==> src/pcm_pkg.sv <==
// constants, config layout and helpers for the dual clock multiplier
// assumes a 50 MHz system clock and a 32-bit APB register port
package pcm_pkg;
   localparam int          NCIRC        = 2;
   localparam int          CLK_MHZ      = 50;
   // register byte offsets
   localparam logic [7:0]  ADDR_CFG0    = 8'h00;
   localparam logic [7:0]  ADDR_DLY0    = 8'h04;
   localparam logic [7:0]  ADDR_CFG1    = 8'h08;
   localparam logic [7:0]  ADDR_DLY1    = 8'h0C;
   localparam logic [7:0]  ADDR_STATUS  = 8'h10;
   localparam logic [7:0]  ADDR_IRQ_ST  = 8'h14;
   localparam logic [7:0]  ADDR_IRQ_CLR = 8'h18;
   localparam logic [7:0]  ADDR_IRQ_EN  = 8'h1C;
   localparam logic [7:0]  ADDR_GPIO    = 8'h20;
   // config word field positions
   localparam int          M_LSB        = 0;
   localparam int          K_LSB        = 8;
   localparam int          N_LSB        = 16;
   localparam int          PH_LSB       = 21;
   localparam int          LEN_BIT      = 23;
   // ratio limits
   localparam int          MK_MIN       = 2;
   localparam int          MK_MAX       = 160;
   localparam int          N_MIN        = 1;
   localparam int          N_MAX        = 16;
   // frequency limits, output in tenths of MHz, oscillator in MHz
   localparam int          F0_MIN_X10   = 15;
   localparam int          F1_MIN_X10   = 200;
   localparam int          FOUT_MAX_X10 = 3350;
   localparam int          VCO_MIN_MHZ  = 200;
   localparam int          VCO_MAX_MHZ  = 500;
   // acquisition time
   localparam int          LOCK_US      = 40;
   localparam int          LOCK_CYC     = LOCK_US * CLK_MHZ;
   localparam logic [15:0] PER_MAX      = 16'hFFFF;
   // reset values
   localparam logic [31:0] CFG_RST      = 32'h0001_0202;

   typedef struct packed {
      logic [1:0]  phase;
      logic        lock_en;
      logic [4:0]  n;
      logic [7:0]  k;
      logic [7:0]  m;
      logic [15:0] delay;
   } pcm_cfg_t;

   typedef enum logic [3:0] {
      ST_IDLE = 4'b0001,
      ST_ACQ  = 4'b0010,
      ST_HOLD = 4'b0100,
      ST_RUN  = 4'b1000
   } pcm_state_t;

   // accumulator threshold: ref period times n times k
   function automatic logic [28:0] pcm_thresh(input pcm_cfg_t c,
                                              input logic [15:0] per);
      pcm_thresh = 29'(per * c.n * c.k);
   endfunction : pcm_thresh

   // ratio, output range, oscillator range and delay limit
   function automatic logic pcm_valid(input pcm_cfg_t c,
                                      input logic [15:0] per,
                                      input logic second);
      logic [47:0] t;
      logic [47:0] fo;
      logic [47:0] pn;
      logic [47:0] fmin;
      t    = 48'(pcm_thresh(c, per));
      fo   = 48'(c.m) * 48'd500;
      pn   = 48'(per) * 48'(c.n);
      fmin = second ? 48'(F1_MIN_X10) : 48'(F0_MIN_X10);
      pcm_valid = (c.m >= MK_MIN) && (c.m <= MK_MAX) &&
                  (c.k >= MK_MIN) && (c.k <= MK_MAX) &&
                  (c.n >= N_MIN) && (c.n <= N_MAX) && (per != 16'h0000) &&
                  (fo >= fmin * t) && (fo <= 48'(FOUT_MAX_X10) * t) &&
                  (48'(c.m) * 48'(CLK_MHZ) >= 48'(VCO_MIN_MHZ) * pn) &&
                  (48'(c.m) * 48'(CLK_MHZ) <= 48'(VCO_MAX_MHZ) * pn) &&
                  (48'(c.delay) * 48'(c.m) <= t);
   endfunction : pcm_valid
endpackage : pcm_pkg

==> src/pcm_clock_mult.sv <==
// two clock multiplier circuits with lock indicators, APB registers, irq
// assumes reference clocks arrive on pins asynchronous to CLOCK_IN
`timescale 1ns/1ps
`default_nettype none
module pcm_clock_mult
   import pcm_pkg::*;
(
   input  wire logic              CLOCK_IN,
   input  wire logic              RST_N_IN,
   input  wire logic              PSEL_IN,
   input  wire logic              PENABLE_IN,
   input  wire logic              PWRITE_IN,
   input  wire logic [7:0]        PADDR_IN,
   input  wire logic [31:0]       PWDATA_IN,
   output logic      [31:0]       PRDATA_OUT,
   output logic                   PREADY_OUT,
   output logic                   PSLVERR_OUT,
   input  wire logic [NCIRC-1:0]  REF_CLK_IN,
   output logic      [NCIRC-1:0]  GEN_CLK_OUT,
   input  wire logic [NCIRC-1:0]  LOCK_PIN_IN,
   output logic      [NCIRC-1:0]  LOCK_PIN_OUT,
   output logic      [NCIRC-1:0]  LOCK_PIN_OE_OUT,
   output logic                   IRQ_OUT
);

   ////////////////////////////////////////////////////////////////////////
   // state
   pcm_cfg_t           cfg      [NCIRC];
   pcm_cfg_t           next_cfg [NCIRC];
   pcm_state_t         st       [NCIRC];
   pcm_state_t         next_st  [NCIRC];
   logic [15:0]        cnt      [NCIRC];
   logic [15:0]        next_cnt [NCIRC];
   logic [15:0]        per      [NCIRC];
   logic [15:0]        next_per [NCIRC];
   logic [15:0]        acq      [NCIRC];
   logic [15:0]        next_acq [NCIRC];
   logic [31:0]        acc      [NCIRC];
   logic [31:0]        next_acc [NCIRC];
   logic [15:0]        hold     [NCIRC];
   logic [15:0]        next_hold[NCIRC];
   logic [NCIRC-1:0]   ref_s1, ref_s2, ref_s3, lin_s1, lin_s2;
   logic [NCIRC-1:0]   gen, next_gen, lock, next_lock;
   logic [NCIRC-1:0]   gp_out, gp_oe, next_gp_out, next_gp_oe;
   logic [NCIRC-1:0]   pin, next_pin, pin_oe, next_pin_oe;
   logic [5:0]         irq_st, next_irq_st, irq_en, next_irq_en, ev;
   logic [31:0]        rdata, next_rdata;
   logic               pready, next_pready, pslverr, next_pslverr, irq;
   logic               next_irq;
   logic [NCIRC-1:0]   valid, cfg_wr, rise;
   logic [28:0]        thr      [NCIRC];
   logic               wr, rd;
   logic [15:0]        dper;

   ////////////////////////////////////////////////////////////////////////
   // pin synchronisers; the second stage feeds logic, the third reference stage (ref_s3) only the edge detect
   always_ff @(posedge CLOCK_IN) begin
      ref_s1 <= REF_CLK_IN;
      ref_s2 <= ref_s1;
      ref_s3 <= ref_s2;
      lin_s1 <= LOCK_PIN_IN;
      lin_s2 <= lin_s1;
   end

   ////////////////////////////////////////////////////////////////////////
   // apb decode and register writes; access takes two cycles
   assign wr = PSEL_IN && PENABLE_IN && PWRITE_IN && !pready;
   assign rd = PSEL_IN && PENABLE_IN && !PWRITE_IN && !pready;
   assign cfg_wr[0] = wr && (PADDR_IN == ADDR_CFG0 || PADDR_IN == ADDR_DLY0);
   assign cfg_wr[1] = wr && (PADDR_IN == ADDR_CFG1 || PADDR_IN == ADDR_DLY1);

   always_comb begin
      next_pready  = PSEL_IN && PENABLE_IN && !pready;
      next_pslverr = 1'b0;
      next_rdata   = 32'h0000_0000;
      next_gp_out  = gp_out;
      next_gp_oe   = gp_oe;
      next_irq_en  = irq_en;
      for (int i = 0; i < NCIRC; i++) begin
         next_cfg[i] = cfg[i];
      end
      if (PADDR_IN == ADDR_CFG0 || PADDR_IN == ADDR_CFG1) begin
         next_rdata = {8'h00, cfg[PADDR_IN[3]].phase, cfg[PADDR_IN[3]].lock_en,
                       cfg[PADDR_IN[3]].n, cfg[PADDR_IN[3]].k,
                       cfg[PADDR_IN[3]].m};
         if (wr) begin
            next_cfg[PADDR_IN[3]].m       = PWDATA_IN[M_LSB +: 8];
            next_cfg[PADDR_IN[3]].k       = PWDATA_IN[K_LSB +: 8];
            next_cfg[PADDR_IN[3]].n       = PWDATA_IN[N_LSB +: 5];
            // phase is a count of quarter periods
            next_cfg[PADDR_IN[3]].phase   = PWDATA_IN[PH_LSB +: 2];
            next_cfg[PADDR_IN[3]].lock_en = PWDATA_IN[LEN_BIT];
         end
      end else if (PADDR_IN == ADDR_DLY0 || PADDR_IN == ADDR_DLY1) begin
         next_rdata = {16'h0000, cfg[PADDR_IN[3]].delay};
         if (wr) begin
            next_cfg[PADDR_IN[3]].delay = PWDATA_IN[15:0];
         end
      end else if (PADDR_IN == ADDR_STATUS) begin
         next_rdata = {26'h000_0000, valid, lock, 2'b00};
         next_rdata[1:0] = 2'(per[0] == 16'h0000 ? 2'b00 : 2'b01) |
                           2'(per[1] == 16'h0000 ? 2'b00 : 2'b10);
      end else if (PADDR_IN == ADDR_IRQ_ST) begin
         next_rdata = {26'h000_0000, irq_st};
      end else if (PADDR_IN == ADDR_IRQ_CLR) begin
         next_rdata = 32'h0000_0000;
      end else if (PADDR_IN == ADDR_IRQ_EN) begin
         next_rdata = {26'h000_0000, irq_en};
         if (wr) begin
            next_irq_en = PWDATA_IN[5:0];
         end
      end else if (PADDR_IN == ADDR_GPIO) begin
         next_rdata = {26'h000_0000, lin_s2, gp_oe, gp_out};
         if (wr) begin
            next_gp_out = PWDATA_IN[1:0];
            next_gp_oe  = PWDATA_IN[3:2];
         end
      end else begin
         // unmapped: error, reads zero
         next_pslverr = wr || rd;
      end
      if (!rd) begin
         next_rdata = rdata;
      end
   end

   ////////////////////////////////////////////////////////////////////////
   // per-circuit reference measurement, lock machine and clock generator
   // both loops multiply their own link clock input
   always_comb begin
      dper = 16'h0000;
      for (int i = 0; i < NCIRC; i++) begin
         rise[i]      = ref_s2[i] && !ref_s3[i];
         thr[i]       = pcm_thresh(cfg[i], per[i]);
         valid[i]     = pcm_valid(cfg[i], per[i], i[0]);
         next_st[i]   = st[i];
         next_acq[i]  = acq[i];
         next_acc[i]  = acc[i];
         next_hold[i] = hold[i];
         next_gen[i]  = 1'b0;
         next_per[i]  = per[i];
         next_cnt[i]  = (cnt[i] == PER_MAX) ? cnt[i] : cnt[i] + 16'h0001;
         if (rise[i]) begin
            next_cnt[i] = 16'h0001;
            next_per[i] = cnt[i];
         end
         dper = (cnt[i] > per[i]) ? cnt[i] - per[i] : per[i] - cnt[i];
         case (st[i])
            ST_IDLE: begin
               next_acq[i] = 16'h0000;
               if (rise[i]) begin
                  next_st[i] = ST_ACQ;
               end
            end
            ST_ACQ: begin
               next_acq[i] = acq[i] + 16'h0001;
               if (rise[i] && dper <= 16'h0001 && valid[i]) begin
                  next_st[i]   = ST_HOLD;
                  next_hold[i] = cfg[i].delay;
                  // start point of accumulator sets the quarter period step of the phase (phase bit 0)
                  next_acc[i]  = cfg[i].phase[0] ? 32'(thr[i] >> 1)
                                                 : 32'h0000_0000;
               end else if (acq[i] == 16'(LOCK_CYC - 1)) begin
                  next_acq[i] = 16'h0000;
               end
            end
            ST_HOLD: begin
               // output start held off by the delay count
               next_gen[i]  = 1'b0;
               next_hold[i] = hold[i] - 16'h0001;
               if (hold[i] == 16'h0000) begin
                  next_st[i]  = ST_RUN;
                  next_gen[i] = cfg[i].phase[1];
               end
            end
            ST_RUN: begin
               next_gen[i] = gen[i];
               next_acc[i] = acc[i] + 32'({cfg[i].m, 1'b0});
               if (next_acc[i] >= 32'(thr[i])) begin
                  next_acc[i] = next_acc[i] - 32'(thr[i]);
                  next_gen[i] = !gen[i];
               end
            end
            default: next_st[i] = ST_IDLE;
         endcase
         // lost reference or new setting forces reacquisition
         if (cnt[i] == PER_MAX || cfg_wr[i]) begin
            next_st[i]  = (cnt[i] == PER_MAX) ? ST_IDLE : ST_ACQ;
            next_acq[i] = 16'h0000;
            next_gen[i] = 1'b0;
            next_per[i] = (cnt[i] == PER_MAX) ? 16'h0000 : per[i];
         end
         // lock follows the machine leaving acquisition
         next_lock[i] = (next_st[i] == ST_HOLD) || (next_st[i] == ST_RUN);
         // pin shows lock when enabled, else plain gpio
         next_pin[i]    = cfg[i].lock_en ? next_lock[i] : gp_out[i];
         next_pin_oe[i] = cfg[i].lock_en ? 1'b1 : gp_oe[i];
         ev[i]          = next_lock[i] && !lock[i];
         ev[i+2]        = lock[i] && !next_lock[i];
         ev[i+4]        = (st[i] == ST_ACQ) && (next_acq[i] == 16'h0000) &&
                          !cfg_wr[i] && (next_st[i] == ST_ACQ);
      end
   end

   ////////////////////////////////////////////////////////////////////////
   // interrupt status: a new event outranks a clear in the same cycle
   always_comb begin
      next_irq_st = irq_st;
      if (wr && PADDR_IN == ADDR_IRQ_CLR) begin
         next_irq_st = irq_st & ~PWDATA_IN[5:0];
      end
      next_irq_st = next_irq_st | ev;
      next_irq    = |(next_irq_st & next_irq_en);
   end

   ////////////////////////////////////////////////////////////////////////
   // registers
   always_ff @(posedge CLOCK_IN) begin
      if (!RST_N_IN) begin
         for (int i = 0; i < NCIRC; i++) begin
            cfg[i]  <= pcm_cfg_t'({CFG_RST[23:0], 16'h0000});
            st[i]   <= ST_IDLE;
            cnt[i]  <= 16'h0000;
            per[i]  <= 16'h0000;
            acq[i]  <= 16'h0000;
            acc[i]  <= 32'h0000_0000;
            hold[i] <= 16'h0000;
         end
         gen     <= '0;
         lock    <= '0;
         gp_out  <= '0;
         gp_oe   <= '0;
         pin     <= '0;
         pin_oe  <= '0;
         irq_st  <= 6'h00;
         irq_en  <= 6'h00;
         irq     <= 1'b0;
         rdata   <= 32'h0000_0000;
         pready  <= 1'b0;
         pslverr <= 1'b0;
      end else begin
         for (int i = 0; i < NCIRC; i++) begin
            cfg[i]  <= next_cfg[i];
            st[i]   <= next_st[i];
            cnt[i]  <= next_cnt[i];
            per[i]  <= next_per[i];
            acq[i]  <= next_acq[i];
            acc[i]  <= next_acc[i];
            hold[i] <= next_hold[i];
         end
         gen     <= next_gen;
         lock    <= next_lock;
         gp_out  <= next_gp_out;
         gp_oe   <= next_gp_oe;
         pin     <= next_pin;
         pin_oe  <= next_pin_oe;
         irq_st  <= next_irq_st;
         irq_en  <= next_irq_en;
         irq     <= next_irq;
         rdata   <= next_rdata;
         pready  <= next_pready;
         pslverr <= next_pslverr && next_pready;
      end
   end

   assign PRDATA_OUT      = rdata;
   assign PREADY_OUT      = pready;
   assign PSLVERR_OUT     = pslverr;
   assign GEN_CLK_OUT     = gen;
   assign LOCK_PIN_OUT    = pin;
   assign LOCK_PIN_OE_OUT = pin_oe;
   assign IRQ_OUT         = irq;

   ////////////////////////////////////////////////////////////////////////
   // checks; helper counts run length of each level of generated clock 0
   // n_tog skips the first half period, cut short by the phase start point
   logic [31:0] run_len, prev_len;
   logic [1:0]  n_tog;
   always_ff @(posedge CLOCK_IN) begin
      if (!RST_N_IN || st[0] != ST_RUN) begin
         run_len  <= 32'h0000_0000;
         prev_len <= 32'h0000_0000;
         n_tog    <= 2'b00;
      end else if (next_gen[0] != gen[0]) begin
         run_len  <= 32'h0000_0000;
         prev_len <= run_len;
         n_tog    <= (n_tog == 2'b10) ? n_tog : n_tog + 2'b01;
      end else begin
         run_len  <= run_len + 32'h0000_0001;
      end
   end
endmodule : pcm_clock_mult
`default_nettype wire

==> config.mk <==
export PLATFORM = sky130hd
export DESIGN_NAME = pcm_clock_mult
export DESIGN_NICKNAME = d
export VERILOG_FILES = /design/src/pcm_pkg.sv /design/src/pcm_clock_mult.sv
export SDC_FILE = /design/constraint.sdc
export NUM_CORES = 2
export LEC_CHECK = 0
export BUFFER_PORTS_ARGS = -buffer_cell sky130_fd_sc_hd__buf_4
export CORE_MARGIN = 1
export CORE_UTILIZATION = 61
export DETAILED_ROUTE_END_ITERATION = 16
export PLACE_DENSITY = 0.8
export SKIP_LAST_GASP = 1
export SYNTH_ARGS = -nofsm -noshare
export SYNTH_HDL_FRONTEND = slang
export SYNTH_SLANG_ARGS = --single-unit
export TNS_END_PERCENT = 30
==> constraint.sdc <==
create_clock -name CLOCK_IN -period 16.54 [get_ports CLOCK_IN]
set_clock_uncertainty 0.15 [all_clocks]
set_input_delay 3.308 -clock CLOCK_IN [delete_from_list [all_inputs] [get_ports CLOCK_IN]]
set_output_delay 3.308 -clock CLOCK_IN [all_outputs]
set_load 0.01 [all_outputs]
# Yosys cells after proc, flatten, opt, wreduce, memory -nomap -nowiden
# Memories as Yosys holds them, arrays and structs flattened.
# Cells that the tools add are included.
dict set report totals {
  register_bits 69
  latchBits 0
  ram_bits 280
  mem_bits_ro 0
  in_bits 49
  output_inout_bits 41
  word_cells 343
  mem_count 7
}
# name depth width rd rd_ports_with_merged_regs wr line
set mem_list {}
lappend mem_list {cfg 2 40 3 0 2 pcm_clock_mult.sv:28} ;# pcm_cfg_t cfg [NCIRC];
lappend mem_list {acc 2 32 2 0 2 pcm_clock_mult.sv:38} ;# logic [31:0] acc [NCIRC];
lappend mem_list {acq 2 16 2 0 2 pcm_clock_mult.sv:36} ;# logic [15:0] acq [NCIRC];
lappend mem_list {cnt 2 16 2 0 2 pcm_clock_mult.sv:32} ;# logic [15:0] cnt [NCIRC];
lappend mem_list {hold 2 16 2 0 2 pcm_clock_mult.sv:40} ;# logic [15:0] hold [NCIRC];
lappend mem_list {per 2 16 2 0 2 pcm_clock_mult.sv:34} ;# logic [15:0] per [NCIRC];
lappend mem_list {{1 more memories} n/a n/a n/a n/a n/a n/a}
dict set report classes {
  add_sub_neg 14
  mul 20
  div 0
  order_cmp 30
  n_eq_ne 28
  n_shift 0
  n_mux 116
  bitwise 27
  n_reduce_logical 83
}
# op count
set op_table {}
lappend op_table {{bitwise mux 80 bit} 6}
lappend op_table {{2-to-1 mux 16 bit} 30}
lappend op_table {{2-to-1 mux 80 bit} 4}
lappend op_table {{demux 40 bit (select 1 bit)} 6}
lappend op_table {{2-to-1 mux 32 bit} 7}
lappend op_table {{one-hot mux 16 bit (2 select lines)} 4}
lappend op_table {{one-hot mux 32 bit (2 select lines)} 2}
lappend op_table {{2-to-1 mux 40 bit} 3}
lappend op_table {{logical NOT 16 bit} 6}
lappend op_table {{multiplier 16 x 5 -> 21 bit} 4}
lappend op_table {{less-or-equal comparator 17 x 41 -> 1 bit} 2}
lappend op_table {{multiplier 11 x 29 -> 40 bit (first input constant)} 2}
lappend op_table {{2-to-1 mux 6 bit} 13}
lappend op_table {{adder 16 x 1 -> 16 bit (second input constant)} 4}
lappend op_table {{adder 32 x 9 -> 32 bit} 2}
lappend op_table {{greater-or-equal comparator 32 x 29 -> 1 bit} 2}
lappend op_table {{subtractor 16 bit} 4}
lappend op_table {{subtractor 32 x 29 -> 32 bit} 2}
lappend op_table {{less-or-equal comparator 14 x 30 -> 1 bit} 2}
lappend op_table {{greater-or-equal comparator 14 x 29 -> 1 bit} 2}
lappend op_table {{less-or-equal comparator 24 x 29 -> 1 bit} 2}
lappend op_table {{multiplier 21 x 8 -> 29 bit} 2}
lappend op_table {{multiplier 7 x 21 -> 28 bit (first input constant)} 2}
lappend op_table {{2-to-1 mux 28 bit} 2}
lappend op_table {{51 further kinds} 203}

# Logic depth before layout (Yosys ltp)
# An unclocked memory read counts as a cell.
dict set report depth {
  word_depth 24
  depth_mapped 66
  mapped_depth_nobuf 61
}

# Least setup slack after synthesis
# OpenSTA, ideal clock, no wires.
dict set report synth_timing {
  path_kind {register to register}
  startpoint {memory cfg[0][34] in the netlist's numbering}
  endpoint {register irq, in the netlist IRQ_OUT}
  setup_ps 127
  arrival_time_ps 15277
  required_ps 16263
  path_slack_ps 985
  stages_incl_launch_ff 61
  n_path_buf 4
  synth_period_minus_slack_ps 15555
  cell_sequence {dfxtp_1 -> clkbuf_1 -> clkbuf_1 -> nand2_1 -> fa_1 -> fa_1 -> fa_1 -> inv_1 -> ha_1 -> a21o_1 -> a21oi_1 -> o21bai_1 -> a21oi_1 -> o21bai_1 -> a21oi_1 -> o21bai_1 -> a21oi_1 -> nor2b_1 -> [25 not listed] -> ha_1 -> ha_1 -> clkbuf_1 -> o21a_1 -> o21a_1 -> o22a_1 -> a32o_1 -> nor4_1 -> o2111ai_1 -> or4_1 -> or4b_1 -> o41ai_1 -> and4b_1 -> buf_4 -> o211ai_4 -> o21ai_0 -> a222oi_1 -> nand3b_1}
}
# element line
set synth_lines {}
lappend synth_lines {{start, declared} pcm_clock_mult.sv:28}
lappend synth_lines {{end signal, assigned} pcm_clock_mult.sv:259} ;# irq <= next_irq;
lappend synth_lines {{end, declared} pcm_clock_mult.sv:48} ;# logic pready, next_pready, pslverr, next_pslverr, irq;

==> key figures <==
Cells and area
  • Storage cell area: 6830 sq um
  • Area delta synth->final: 6.03%
  • Final instance area: 89,500 sq um
  • Fillers: 11,584
  • Share of cells above drive strength 1: 5.39%
  • Multi-input logic area: 70,600 sq um
  • # nets final: 12,683

Logic synthesis
  • Dominant cell type by area after synthesis: fa_1
  • Number of synthesized flops with an enable pin: 0
  • Netlist cell types: 106
  • Seq cells post-synth: 341
  • Synth top area share: 22.9%
  • Post-Syn Area per Cell: 8.08 sq um
  • Most frequent cell after synthesis: inv_1
  • YS warnings: 0
  • Post-synth ARST share: 0%
  • Cell Area, Synth: 84,400 sq um
  • Synth area leaders: fa_1 23%, ha_1 18%, dfxtp_1 8.1%, inv_1 6.8%, a21oi_1 4.3%
  • Cells after synthesis: 10,453
  • Primary FF master, synth: dfxtp_1
  • Top cells by count, synth: 1,527 x inv_1, 1,187 x ha_1, 964 x fa_1
  • Seq/Total Area, Yosys: 8.08%

Critical path
  • Reg2reg start: cfg[0][35]
  • Max FO, Critical Path: 14
  • Crit Path Class: flip-flop to flip-flop
  • Slowest-stage cell, CP: fa_1
  • Endpoint class of the critical path: flip-flop
  • Critical path's top delay family: adder cells
  • Crit path from: cfg[0][35]
  • Largest stage delay, worst path: 0.55 ns
  • WP data arrival: 16.33 ns
  • Required @ worst endpoint: 16.93 ns
  • Crit start category: flip-flop
  • Most frequent cell on the critical path: fa_1
  • Buf+Inv Stages, Crit Path: 14

Clock tree
  • TritonCTS clock tree: built
  • Clock sink count: 341
  • Reg clk slew, reported paths: 0.06 ns
  • Htree depth: 2
  • CTS Hold Buffers Added: 0
  • Clk buf depth: 3
  • Clk root buf: clkbuf_16
  • Num CTS Buffers: 40
  • Worst-Skew Late Latency: 0.62 ns

STA
  • Unrepaired setup endpoints after global routing: no
  • Final hold violations: 0
  • Fin crit share: 96.4%
  • Worst-margin pin slew: 1.50 ns
  • Highest clock rate: 0.0627 GHz
  • Final setup viols: 0
  • Min Tclk post-route: 15.94 ns
  • Setup TNS: 0 ns
  • Slew HR: -0.0887%
  • Pins Over Slew Limit: 1

Status
  • Status: complete, but fails checks
  • Violated checks: capacitance limit, slew limit

Flow run
  • Max Cap Violations: 1

Die
  • Die ar.: 140,000 sq um
  • Rows: 136
  • Die X-Extent: 374 microns
  • Die Y: 374 microns
  • Ports: 90
  • Initial core utilization: 61.4%
  • Placeable Area: 137,000 sq um

Detailed routing
  • DRC: 0
  • WL final: 262,000 microns
  • Via count: 77,206
  • Wire length per cell: 21.3 microns
  • DRT antenna net count: 0
  • DR iter-0 viols: 7,099
  • Drt first pass iters: 9
  • Vias per inst: 6.27

GRT
  • Initial antenna violation count: 10
  • Global-route wire length before repair: 414,000 microns
  • Largest net degree at the start of global routing: 90
  • Vias in the first global route: 76,656
  • Gr usage total: 36.8%
  • Grt total ovfl: 0

Power and ir drop
  • Leak: 46.1 nW
  • Max IR drop VDD: 75.7 uV
  • PD cells: 23.7 nW/um^2

Placed design
  • # port buffers: 73
  • Detail Placement HPWL: 217,000 microns
  • DP Area: 87,900 sq um
  • GPL Wtd Cong: 0.997

Worst hold path
  • Hold Crit Class: flip-flop to flip-flop
  • HP Start: lin_s1[0]
[cell families after synthesis]
kind of cell,Yosys count,share of synthesized area [%]
simple gates,3208,19.0
compound gates,2228,17.1
fa+ha+maj,2161,40.6
buf+inv,1893,8.51
xor+xnor,476,4.97
flops,341,8.08
mux,145,1.76
other cells,1,0.00444
[layout make-up]
cell class | count | area share [%]
Clock inverter | 18 | 0.352
Antenna cell | 5 | 0.0140
Inverter | 1533 | 6.44
Sequential cell | 341 | 7.63
Clock buffer | 52 | 1.26
Multi-Input combinational cell | 8226 | 78.9
Tap cell | 1794 | 2.51
Timing Repair inverter | 1 | 0.00838
Timing Repair Buffer | 340 | 2.94
[layout by cell type, fill, tap and decap left out, types with 115 or more instances in the layout]
master      n
inv_1    1524
ha_1     1187
fa_1      964
nand2_1   934
a21oi_1   719
nor2_1    611
and2_1    486
o21ai_0   383
dfxtp_1   339
buf_4     333
xnor2_1   305
nand3_1   215
a21o_1    200
nor3_1    196
xor2_1    161
nand4_1   121
mux2i_1   115
[worst paths after layout]
| kind | endpoint | slack (ns) | depth (start not counted) |
|---|---|---|---|
| worst max-delay path | IRQ_OUT | 0.60 | 61 |
| worst min-delay path | lin_s2[0] | 0.18 | 0 |
| worst max register to register | IRQ_OUT | 0.60 | 61 |
| worst min register to register | lin_s2[0] | 0.18 | 0 |
[registers in the layout, summed over array words and instances (netlist names), 2 cells and up]
name             cells
lin_s2               2
PRDATA_OUT          24
irq_en               6
ref_s1               2
st                   8
lock                 2
acq                 32
cfg                 80
per                 32
lin_s1               2
ref_s3               2
acc                 64
gp_out               2
GEN_CLK_OUT          2
hold                32
gp_oe                2
cnt                 32
LOCK_PIN_OUT         2
irq_st               6
LOCK_PIN_OE_OUT      2
ref_s2               2
[layer usage]
| layer | up-vias | wire, microns | GRT usage [%] |
|---|---|---|---|
| met3 | 679 | 24500 | 6.83 |
| met5 | - | 141 | 0.377 |
| met2 | 3541 | 119000 | 59.7 |
| li1 | 35502 | - | - |
| met1 | 37472 | 106000 | 47.9 |
| met4 | 12 | 12500 | 15.5 |
[through the flow]
stage                     setup slack (ns)  power (W)  util [%]  cells  hold WS [ns]
after floorplan                      0.985    0.00104         -  10460         0.160
after CTS                            0.208    0.00212      65.0  12301         0.180
after global routing               0.00738    0.00218      65.1  12306         0.196
after detailed placement             0.236    0.00114      64.0  12231         0.166
final                                0.602    0.00213      65.1  12310         0.179
after global placement               0.443    0.00114      64.0  12231         0.166
[power breakdown]
group          leakage (nW)  switching (W)  internal [W]
registers              2.75     0.00000556      0.000826
logic                  42.6       0.000187      0.000114
clock network         0.700       0.000412      0.000581
[what timing repair did]
item,CTS,global route
setup endpoints to repair,0,58
gates resized for setup,0,30
setup buffers,0,3
(Power assumes the default switching activity.)
